File: src/rtl/rsc_consts.svh
// constants for the reset source controller: offsets, bit positions, reset values, timing
// Function
// - after any reset the watchdog runs, clocked by the system clock divided by twelve
// - watchdog overflow forces a system reset and sets the watchdog flag, bit 3
// - a flash read, write or erase at an illegal address forces a reset
// - programmer write or erase above the user code limit is a flash error
// - firmware code-memory data read above the user code limit is a flash error
// - instruction fetch above the user code limit is a flash error
// - flash access forbidden by the security setting is a flash error
// - flash write or erase while the supply monitor is off is a flash error
// - after a flash error reset bit 6 reads one; the bit is read only
// - writing one to bit 4 forces a reset; bit 4 then reads one
// - watchdog, flash error and software resets never drive the reset pin
// - bit 5 write enables comparator reset; read shows comparator caused last reset
// - bit 2 write enables the missing clock detector; read shows it caused reset
// - bit 1 reads one after power-on or supply reset; write selects supply monitor
// - while bit 1 reads one, the other cause flags carry no meaning
// - bit 0 reads one when the external pin caused the last reset; read only
// - detector resets when the clock stalls past its timeout; writing zero disables it
// - enabled comparator forces one reset when its plus input is below its minus input
`ifndef RSC_CONSTS_SVH
`define RSC_CONSTS_SVH

`define RSC_ADDR_CAUSE 8'hEF
`define RSC_BIT_PIN 0
`define RSC_BIT_SUPPLY 1
`define RSC_BIT_CLKLOSS 2
`define RSC_BIT_WDOG 3
`define RSC_BIT_SOFT 4
`define RSC_BIT_CMP 5
`define RSC_BIT_FLASH 6
`define RSC_FLAGS_RESET 7'h02
`define RSC_WD_PRESCALE 12
`define RSC_WD_LIMIT 16'hFFFF
`define RSC_USER_LIMIT 16'hFBFF
`define RSC_HOLD_NS 128
`define RSC_CLK_NS 8
`define RSC_HOLD_CYCLES ((`RSC_HOLD_NS + `RSC_CLK_NS - 1) / `RSC_CLK_NS)
`define RSC_MCD_TIMEOUT_US 500
`define RSC_MCD_CYCLES ((`RSC_MCD_TIMEOUT_US * 1000) / `RSC_CLK_NS)

`endif

File: src/rtl/rsc_pkg.sv
// types shared by the reset source controller modules
package rsc_pkg;
   typedef enum logic [1:0] {
      RSC_FL_DATA_READ,
      RSC_FL_FETCH,
      RSC_FL_WRITE,
      RSC_FL_ERASE
   } rsc_flash_op_t;

   typedef enum logic [3:0] {
      RSC_CAUSE_NONE,
      RSC_CAUSE_POWER,
      RSC_CAUSE_PIN,
      RSC_CAUSE_SUPPLY,
      RSC_CAUSE_CLKLOSS,
      RSC_CAUSE_CMP,
      RSC_CAUSE_FLASH,
      RSC_CAUSE_WDOG,
      RSC_CAUSE_SOFT
   } rsc_cause_t;

   typedef enum {
      RSC_ST_RUN,
      RSC_ST_HOLD
   } rsc_state_t;
endpackage

File: src/rtl/rsc_wd_if.sv
// link between the sequencer and its watchdog timer
`timescale 1ns/1ps
interface rsc_wd_if;
   logic hold;
   logic stop;
   logic service;
   logic expired;
   logic running;

   modport ctrl (
      output hold,
      output stop,
      output service,
      input expired,
      input running
   );
   modport wdog (
      input hold,
      input stop,
      input service,
      output expired,
      output running
   );
endinterface

File: src/rtl/rsc_watchdog.sv
// watchdog timer: system clock divided by twelve feeding an overflow counter
`timescale 1ns/1ps
`include "rsc_consts.svh"
module rsc_watchdog #(
   parameter int PRESCALE = `RSC_WD_PRESCALE,
   parameter logic [15:0] LIMIT = `RSC_WD_LIMIT
) (
   input wire logic ref_clk,
   input wire logic sys_rst,
   rsc_wd_if.wdog wd
);
   logic [3:0] pre_ff;
   logic [15:0] cnt_ff;
   logic run_ff;
   logic exp_ff;
   logic tick;

   assign tick = (pre_ff == 4'(PRESCALE - 1));

   // enabled again by every reset; software may stop it afterwards
   always_ff @(posedge ref_clk) begin
      if (sys_rst || wd.hold) begin
         run_ff <= 1'b1;
      end else if (wd.stop) begin
         run_ff <= 1'b0;
      end
   end

   // divide by twelve prescaler
   always_ff @(posedge ref_clk) begin
      if (sys_rst || wd.hold || !run_ff || tick) begin
         pre_ff <= 4'h0;
      end else begin
         pre_ff <= pre_ff + 4'h1;
      end
   end

   // overflow counter, restarted by service
   always_ff @(posedge ref_clk) begin
      if (sys_rst || wd.hold || !run_ff || wd.service) begin
         cnt_ff <= 16'h0000;
      end else if (tick && cnt_ff != LIMIT) begin
         cnt_ff <= cnt_ff + 16'h0001;
      end
   end

   // one-cycle expiry pulse when the count reaches its limit
   always_ff @(posedge ref_clk) begin
      if (sys_rst || wd.hold) begin
         exp_ff <= 1'b0;
      end else begin
         exp_ff <= run_ff && !wd.service && tick && (cnt_ff == LIMIT - 16'h0001);
      end
   end

   assign wd.expired = exp_ff;
   assign wd.running = run_ff;
endmodule

File: src/rtl/rsc_top.sv
// reset source controller: gathers reset causes, holds system reset, records the cause
`timescale 1ns/1ps
`include "rsc_consts.svh"
module rsc_top #(
   parameter int HOLD_CYCLES = `RSC_HOLD_CYCLES,
   parameter int MCD_CYCLES = `RSC_MCD_CYCLES,
   parameter logic [15:0] USER_LIMIT = `RSC_USER_LIMIT,
   parameter int WD_PRESCALE = `RSC_WD_PRESCALE,
   parameter logic [15:0] WD_LIMIT = `RSC_WD_LIMIT
) (
   input wire logic ref_clk,
   input wire logic sys_rst,
   input wire logic [7:0] sfr_addr,
   input wire logic sfr_wr,
   input wire logic sfr_rd,
   input wire logic [7:0] sfr_wdata,
   output logic [7:0] sfr_rdata,
   input wire logic pin_rst_n_in,
   output logic pin_rst_n_out,
   output logic pin_rst_oe,
   input wire logic supply_low,
   input wire logic supply_monitor_enable,
   input wire logic cmp_plus_above,
   input wire logic clk_probe,
   input wire logic wdog_stop,
   input wire logic wdog_service,
   input wire logic flash_req,
   input wire rsc_pkg::rsc_flash_op_t flash_op,
   input wire logic flash_from_programmer,
   input wire logic [15:0] flash_addr,
   input wire logic flash_secure_deny,
   output logic system_reset,
   output logic wdog_running
);
   // overview of the sequencer
   // run state: every cycle the strongest pending cause is picked
   // hold state: system_reset stays high for a fixed count of cycles
   // a low reset pin stretches the hold until the pin is released
   // only a power-on hold pulls the pin, so internal causes stay local
   // the cause register is one-hot after every reset, so firmware
   // can tell what happened without decoding priorities itself
   // enables live apart from the flags: a write sets enables,
   // a read returns flags, and the two never mix on the bus
   // every reset drops the enables, so a source that is still
   // active after the hold cannot lock the part in reset forever
   // limitation: two causes in one cycle record only the strongest
   // limitation: the stall detector sees the clock only as sampled;
   // a real one-shot would work with no clock at all
   rsc_wd_if wd_link ();

   rsc_pkg::rsc_state_t state_ff;
   rsc_pkg::rsc_cause_t cause_ff;
   rsc_pkg::rsc_cause_t nxt_cause;
   logic [6:0] flags_ff;
   logic en_cmp_ff;
   logic en_mcd_ff;
   logic en_vdm_ff;
   logic [15:0] hold_cnt_ff;
   logic [31:0] mcd_cnt_ff;
   logic probe_last_ff;
   logic [7:0] rdata_ff;
   logic sysrst_ff;
   logic pin_oe_ff;
   logic wdrun_ff;
   logic wr_cause;
   logic flash_err;
   logic mcd_fault;

   // flash access check: an address above user space is illegal for all but programmer reads
   function automatic logic flash_bad(
      input rsc_pkg::rsc_flash_op_t op,
      input logic prog,
      input logic [15:0] addr,
      input logic deny,
      input logic vdm_on
   );
      logic above;
      logic modify;
      above = (addr > USER_LIMIT);
      modify = (op == rsc_pkg::RSC_FL_WRITE) || (op == rsc_pkg::RSC_FL_ERASE);
      flash_bad = 1'b0;
      if (prog && modify && above) begin
         flash_bad = 1'b1;
      end
      if (!prog && above) begin
         flash_bad = 1'b1;
      end
      if (deny) begin
         flash_bad = 1'b1;
      end
      if (modify && !vdm_on) begin
         flash_bad = 1'b1;
      end
      return flash_bad;
   endfunction

   assign wr_cause = sfr_wr && (sfr_addr == `RSC_ADDR_CAUSE) && (state_ff == rsc_pkg::RSC_ST_RUN);
   assign flash_err = flash_req && flash_bad(flash_op, flash_from_programmer, flash_addr,
      flash_secure_deny, supply_monitor_enable);
   assign mcd_fault = en_mcd_ff && (mcd_cnt_ff >= 32'(MCD_CYCLES));

   // watchdog link; its count restarts with every system reset
   assign wd_link.hold = sysrst_ff;
   assign wd_link.stop = wdog_stop;
   assign wd_link.service = wdog_service;

   rsc_watchdog #(
      .PRESCALE(WD_PRESCALE),
      .LIMIT(WD_LIMIT)
   ) u_wdog (
      .ref_clk(ref_clk),
      .sys_rst(sys_rst),
      .wd(wd_link.wdog)
   );

   // priority order, strongest first:
   //    pin, supply, clock loss, comparator, flash, watchdog, software
   // the pin comes first because an outside master may hold the part
   // in reset for its own reasons and expects to see its own flag;
   // the supply comes next since logic is suspect while it is low;
   // the software request is last since firmware can simply retry it
   // cause selection, strongest source first so only one flag is set
   always_comb begin
      nxt_cause = rsc_pkg::RSC_CAUSE_NONE;
      if (!pin_rst_n_in) begin
         nxt_cause = rsc_pkg::RSC_CAUSE_PIN;
      end else if (en_vdm_ff && supply_low) begin
         nxt_cause = rsc_pkg::RSC_CAUSE_SUPPLY;
      end else if (mcd_fault) begin
         nxt_cause = rsc_pkg::RSC_CAUSE_CLKLOSS;
      end else if (en_cmp_ff && !cmp_plus_above) begin
         nxt_cause = rsc_pkg::RSC_CAUSE_CMP;
      end else if (flash_err) begin
         nxt_cause = rsc_pkg::RSC_CAUSE_FLASH;
      end else if (wd_link.expired) begin
         nxt_cause = rsc_pkg::RSC_CAUSE_WDOG;
      end else if (wr_cause && sfr_wdata[`RSC_BIT_SOFT]) begin
         nxt_cause = rsc_pkg::RSC_CAUSE_SOFT;
      end
   end

   // timing of one internal reset:
   //    edge 0: cause seen in run, state goes to hold, output rises
   //    edges 1 to HOLD_CYCLES-1: the hold counter runs down
   //    next edge: state back to run once the pin is high
   //    one edge later: the registered output falls
   // writes are refused during hold, so a slow firmware loop cannot
   // re-arm a source before the part has left reset
   // sequencer: run, or hold the system in reset for a fixed time
   always_ff @(posedge ref_clk) begin
      if (sys_rst) begin
         state_ff <= rsc_pkg::RSC_ST_HOLD;
         cause_ff <= rsc_pkg::RSC_CAUSE_POWER;
      end else begin
         case (state_ff)
            rsc_pkg::RSC_ST_RUN: begin
               if (nxt_cause != rsc_pkg::RSC_CAUSE_NONE) begin
                  state_ff <= rsc_pkg::RSC_ST_HOLD;
                  cause_ff <= nxt_cause;
               end
            end
            rsc_pkg::RSC_ST_HOLD: begin
               // a held pin keeps the part in reset until it is released
               if (hold_cnt_ff == 16'h0000 && pin_rst_n_in) begin
                  state_ff <= rsc_pkg::RSC_ST_RUN;
               end
            end
            default: begin
               state_ff <= rsc_pkg::RSC_ST_HOLD;
            end
         endcase
      end
   end

   // length of the reset pulse
   always_ff @(posedge ref_clk) begin
      if (sys_rst || state_ff == rsc_pkg::RSC_ST_RUN) begin
         hold_cnt_ff <= 16'(HOLD_CYCLES - 1);
      end else if (hold_cnt_ff != 16'h0000) begin
         hold_cnt_ff <= hold_cnt_ff - 16'h0001;
      end
   end

   // reset output straight from a flop
   always_ff @(posedge ref_clk) begin
      if (sys_rst) begin
         sysrst_ff <= 1'b1;
      end else begin
         sysrst_ff <= (state_ff == rsc_pkg::RSC_ST_HOLD) ||
            (nxt_cause != rsc_pkg::RSC_CAUSE_NONE);
      end
   end

   // only power-on pulls the pin; internal sources leave it alone
   always_ff @(posedge ref_clk) begin
      if (sys_rst) begin
         pin_oe_ff <= 1'b1;
      end else begin
         pin_oe_ff <= (state_ff == rsc_pkg::RSC_ST_HOLD) &&
            (cause_ff == rsc_pkg::RSC_CAUSE_POWER);
      end
   end

   // power-on leaves only the supply flag set; the other flags mean
   // nothing then, and clearing them keeps the read value tidy
   // the flags are written only on the edge that enters hold, so the
   // value stays put through the hold and the following run
   // cause flags: each reset writes a one-hot pattern, software cannot touch them
   always_ff @(posedge ref_clk) begin
      if (sys_rst) begin
         flags_ff <= `RSC_FLAGS_RESET;
      end else if (state_ff == rsc_pkg::RSC_ST_RUN &&
         nxt_cause != rsc_pkg::RSC_CAUSE_NONE) begin
         flags_ff <= 7'h00;
         case (nxt_cause)
            rsc_pkg::RSC_CAUSE_PIN: flags_ff[`RSC_BIT_PIN] <= 1'b1;
            rsc_pkg::RSC_CAUSE_SUPPLY: flags_ff[`RSC_BIT_SUPPLY] <= 1'b1;
            rsc_pkg::RSC_CAUSE_CLKLOSS: flags_ff[`RSC_BIT_CLKLOSS] <= 1'b1;
            rsc_pkg::RSC_CAUSE_CMP: flags_ff[`RSC_BIT_CMP] <= 1'b1;
            rsc_pkg::RSC_CAUSE_FLASH: flags_ff[`RSC_BIT_FLASH] <= 1'b1;
            rsc_pkg::RSC_CAUSE_WDOG: flags_ff[`RSC_BIT_WDOG] <= 1'b1;
            rsc_pkg::RSC_CAUSE_SOFT: flags_ff[`RSC_BIT_SOFT] <= 1'b1;
            default: flags_ff <= 7'h00;
         endcase
      end
   end

   // a write that also forces a reset stores no enables: the hold
   // that follows would drop them anyway
   // source enables: written by software, dropped by every reset
   always_ff @(posedge ref_clk) begin
      if (sys_rst || state_ff == rsc_pkg::RSC_ST_HOLD) begin
         en_cmp_ff <= 1'b0;
         en_mcd_ff <= 1'b0;
         en_vdm_ff <= 1'b0;
      end else if (wr_cause && nxt_cause == rsc_pkg::RSC_CAUSE_NONE) begin
         en_cmp_ff <= sfr_wdata[`RSC_BIT_CMP];
         en_mcd_ff <= sfr_wdata[`RSC_BIT_CLKLOSS];
         en_vdm_ff <= sfr_wdata[`RSC_BIT_SUPPLY];
      end
   end

   // the probe is a sampled copy of the watched clock; a stall shows
   // up as a probe that keeps one level for MCD_CYCLES samples
   // clock-stall detector: counts cycles since the probed clock last changed
   always_ff @(posedge ref_clk) begin
      if (sys_rst) begin
         probe_last_ff <= 1'b0;
      end else begin
         probe_last_ff <= clk_probe;
      end
   end

   // the counter saturates so a long stall cannot wrap back to quiet
   always_ff @(posedge ref_clk) begin
      if (sys_rst || !en_mcd_ff || clk_probe != probe_last_ff) begin
         mcd_cnt_ff <= 32'h0000_0000;
      end else if (mcd_cnt_ff < 32'(MCD_CYCLES)) begin
         mcd_cnt_ff <= mcd_cnt_ff + 32'h0000_0001;
      end
   end

   // read data, one cycle after the strobe; bit 7 reads zero
   always_ff @(posedge ref_clk) begin
      if (sys_rst) begin
         rdata_ff <= 8'h00;
      end else if (sfr_rd && sfr_addr == `RSC_ADDR_CAUSE) begin
         rdata_ff <= {1'b0, flags_ff};
      end else begin
         rdata_ff <= 8'h00;
      end
   end

   // watchdog state mirrored through a flop
   always_ff @(posedge ref_clk) begin
      if (sys_rst) begin
         wdrun_ff <= 1'b1;
      end else begin
         wdrun_ff <= wd_link.running;
      end
   end

   assign sfr_rdata = rdata_ff;
   assign system_reset = sysrst_ff;
   assign pin_rst_oe = pin_oe_ff;
   assign pin_rst_n_out = 1'b0;
   assign wdog_running = wdrun_ff;
endmodule

File: config.mk
export PLATFORM = sky130hd
export DESIGN_NAME = rsc_top
export DESIGN_NICKNAME = d
export VERILOG_FILES = /design/src/rtl/rsc_pkg.sv /design/src/rtl/rsc_wd_if.sv /design/src/rtl/rsc_watchdog.sv /design/src/rtl/rsc_top.sv
export VERILOG_INCLUDE_DIRS = /design/src /design/src/rtl
export SDC_FILE = /design/constraint.sdc
export NUM_CORES = 1
export LEC_CHECK = 0
export BUFFER_PORTS_ARGS = -buffer_cell sky130_fd_sc_hd__buf_2
export CAP_MARGIN = 20
export CORE_ASPECT_RATIO = 2
export CORE_MARGIN = 3
export CORE_UTILIZATION = 32
export DETAILED_ROUTE_END_ITERATION = 7
export PLACE_DENSITY = 0.57
export SYNTH_ARGS = -nofsm -noshare
export SYNTH_HDL_FRONTEND = slang
export SYNTH_HIERARCHICAL = 1
export SYNTH_SLANG_ARGS = --single-unit
export TNS_END_PERCENT = 30
File: constraint.sdc
create_clock -name ref_clk -period 2.7 [get_ports ref_clk]
set_input_delay 0.27 -clock ref_clk [delete_from_list [all_inputs] [get_ports ref_clk]]
set_output_delay 0.27 -clock ref_clk [all_outputs]
set_load 0.1 [all_outputs]
==> impl_metrics.json <==
{
  "status": "finished clean",
  "finish.net_count": 564,
  "ys_warn_count": 6,
  "synth-edff-count": 0,
  "hold_path.class": "in2reg",
  "layout-drive-gt1-share": 0.181,
  "grt_overflow_total": 0,
  "regToRegEndpoint": "hold_cnt_ff[9]",
  "clock_insertion_delay_worst_skew_ps": 350,
  "timing.final.setup_violations": 0,
  "global_route_wire_length_before_repair_um": 16100,
  "ys_seq_area_frac": 0.447,
  "finalWorstPathRequiredPeriod_ps": 2250,
  "antenna_found_initial": 0,
  "fin_worst_hold_slack_ps": 158,
  "drt_pre_antenna_iters": 4,
  "port-buffer-count": 42,
  "fillers": 1326,
  "r2r-start": "hold_cnt_ff[4]",
  "synth_top_area_frac": 0.447,
  "syn2layout_area_growth_pct": 16.4,
  "reg2reg_setup_slack_ps": 450,
  "vdd_ir_drop_max_v": 0.000246,
  "layout.area.seq_mm2": 0.00192,
  "drv.max_cap_violation_count": 0,
  "die_height_um": 170,
  "design.portCount": 60,
  "clock-skew-final_ps": 11.3,
  "cts_made_buffers": 9,
  "timing_max_transition_violations_final": 0,
  "cts_tree": "yes",
  "place_congestion": 0.799,
  "holdPathEnd": "u_wdog/wd.running",
  "clock_sinks": 96,
  "max-clock-path-buffers": 2,
  "layout.cells.non_filler": 667,
  "final_hold_vios": 0,
  "total_leakage_power_uw": 0.00192,
  "post-route-util": 0.384,
  "grt_max_degree": 24,
  "avgSynthCellArea_um2": 9.24,
  "ff_latch_count_synth": 96,
  "synthTopCellsByArea": "dfxtp_1, and2_1, nand2_1, nor2_1, xnor2_1",
  "multi_input_area_mm2": 0.00224,
  "syn_area_mm2": 0.00430,
  "summed_area_of_non_filler_cells_in_the_final_layout_mm2": 0.00501,
  "synthMostInstantiatedCell": "dfxtp_1",
  "cts-root-buf": "clkbuf_16",
  "ctsHtreeMaxLevel": 3,
  "postPlaceCellArea_mm2": 0.00468,
  "max_freq_mhz": 444,
  "critical_path.endpoint_type": "register",
  "synth.distinct_cells": 67,
  "cts.repair_timing.setup_buffer_count": 0,
  "final.setup.tns_ps": 0,
  "dp.final_hpwl_um": 7200,
  "slew_at_the_pin_with_the_worst_max_slew_slack_ps": 701,
  "period_share": 0.833,
  "drt-vias-per-instance": 5.31,
  "starting_drc_count_in_detailed_routing": 150,
  "hold-path-cell-count": 2,
  "total_routing_resource_utilization_after_global_routing": 0.135,
  "worst_ep_required_time_ps": 2930,
  "most_area_hungry_cell_type_in_the_yosys_netlist": "dfxtp_1",
  "worst_hold_startpoint": "wdog_stop",
  "post_synth_most_frequent_cells": "dfxtp_1, nand2_1, nor2_1",
  "drt-wirelength-per-cell_um": 14.1,
  "maximum_fanout_encountered_on_the_critical_timing_path": 9,
  "power_per_cell_area_mw_per_mm2": 583,
  "critPathLaunchType": "register",
  "worst_slew_margin_rel": 0.529,
  "synthCells": 466,
  "ys.flop_type": "dfxtp_1",
  "num_vias": 3544,
  "dp_cells": 651,
  "initial_core_utilization": 0.329,
  "setup_repair_after_global_routing_missed_its_margin": "no",
  "detail_route.drc_violations": 0,
  "via_count_of_the_first_global_routing_pass": 3598,
  "crit_arrival_ps": 2480,
  "placementRows": 59,
  "synth-async-reset-ratio": 0,
  "worstRegToRegCells": 5,
  "critPathKind": "reg2reg",
  "fp.coreArea_mm2": 0.0131,
  "ctsResizeCount": 0,
  "die-area_mm2": 0.0150,
  "route.final.wire_length_um": 9410,
  "n_antenna_cell": 0,
  "clock_transition_at_path_regs_ps": 70,
  "hold_buffers": 0,
  "drt.antenna.violating_nets": 0,
  "floorplan.die.width_um": 88.0
}
[metrics by stage]
stage / setup WS [ps] / total power, uW
2_1_floorplan: 687 / 1500
5_1_grt: 312 / 3030
4_1_cts: 427 / 2960
3_5_place_dp: 425 / 1540
3_3_place_gp: 490 / 1540
6_report: 450 / 2920
[metal layers]
metal  wire length, um  GRT usage
met5                 0          0
met2              5230      0.256
met4               190     0.0534
met1              3700      0.139
met3               290     0.0262
[sequential cells by signal (all words and copies together) (netlist names)]
signal	flops
cause_ff	4
en_cmp_ff	1
en_mcd_ff	1
en_vdm_ff	1
flags_ff	7
hold_cnt_ff	16
mcd_cnt_ff	32
pin_rst_oe	1
probe_last_ff	1
sfr_rdata	7
state_ff	1
system_reset	1
u_wdog/cnt_ff	16
u_wdog/pre_ff	4
u_wdog/wd.expired	1
u_wdog/wd.running	1
wdog_running	1
[critical path, cell delays in order, from the launching register on]
cell      delay (ps)
dfxtp_1          350
or4_1            700
or3_4            470
o211ai_2         390
or4_1            180
a21oi_1           60
[layout make-up]
type | count | area share
Multi-Input combinational cell | 337 | 0.447
Sequential cell | 96 | 0.384
Timing Repair Buffer | 48 | 0.0509
Clock buffer | 10 | 0.0477
Tap cell | 152 | 0.0380
Clock inverter | 6 | 0.0192
Inverter | 18 | 0.0135
[how the worst max path moves through the flow]
stage | start | slack, ps | cells after the start | to
4_1_cts | hold_cnt_ff[4] | 430 | 5 | hold_cnt_ff[9]
5_1_grt | hold_cnt_ff[4] | 310 | 5 | hold_cnt_ff[9]
3_3_place_gp | hold_cnt_ff[4] | 490 | 5 | hold_cnt_ff[9]
6_report | hold_cnt_ff[4] | 450 | 5 | hold_cnt_ff[9]
3_5_place_dp | hold_cnt_ff[4] | 430 | 5 | hold_cnt_ff[9]
2_1_floorplan | hold_cnt_ff[4] | 690 | 6 | hold_cnt_ff[9]
[kinds of logic (layout without fill, tap and decap cells)]
logic type               Yosys count  in the layout  synth area share
AND/OR/NAND/NOR                  205            205             0.283
adder cells (fa/ha/maj)            6              6            0.0174
multiplexers                       9              9            0.0212
buffers and inverters             34             82            0.0337
other                              1              2          0.000871
flip-flops                        96             96             0.447
XOR/XNOR                          18             18            0.0366
AO/OA/AOI/OAI                     97             97             0.160
[report_power, final]
part	switching [uW]	internal, uW
clock	566	850
combinational	49.7	32.9
sequential	3.58	1420
total	619	2300
[cell usage in the layout (no fill, tap or decap), types with 7 or more instances in the layout]
cell type / instances
dfxtp_1: 96
buf_2: 42
nand2_1: 39
nor2_1: 37
and2_1: 25
a21oi_1: 23
inv_1: 18
nand3_1: 18
xnor2_1: 15
or3_1: 12
o21ai_0: 12
or4_1: 11
nand4_1: 9
clkbuf_16: 9
mux2i_1: 8
nor4_1: 7
(Power assumes the default switching activity.)
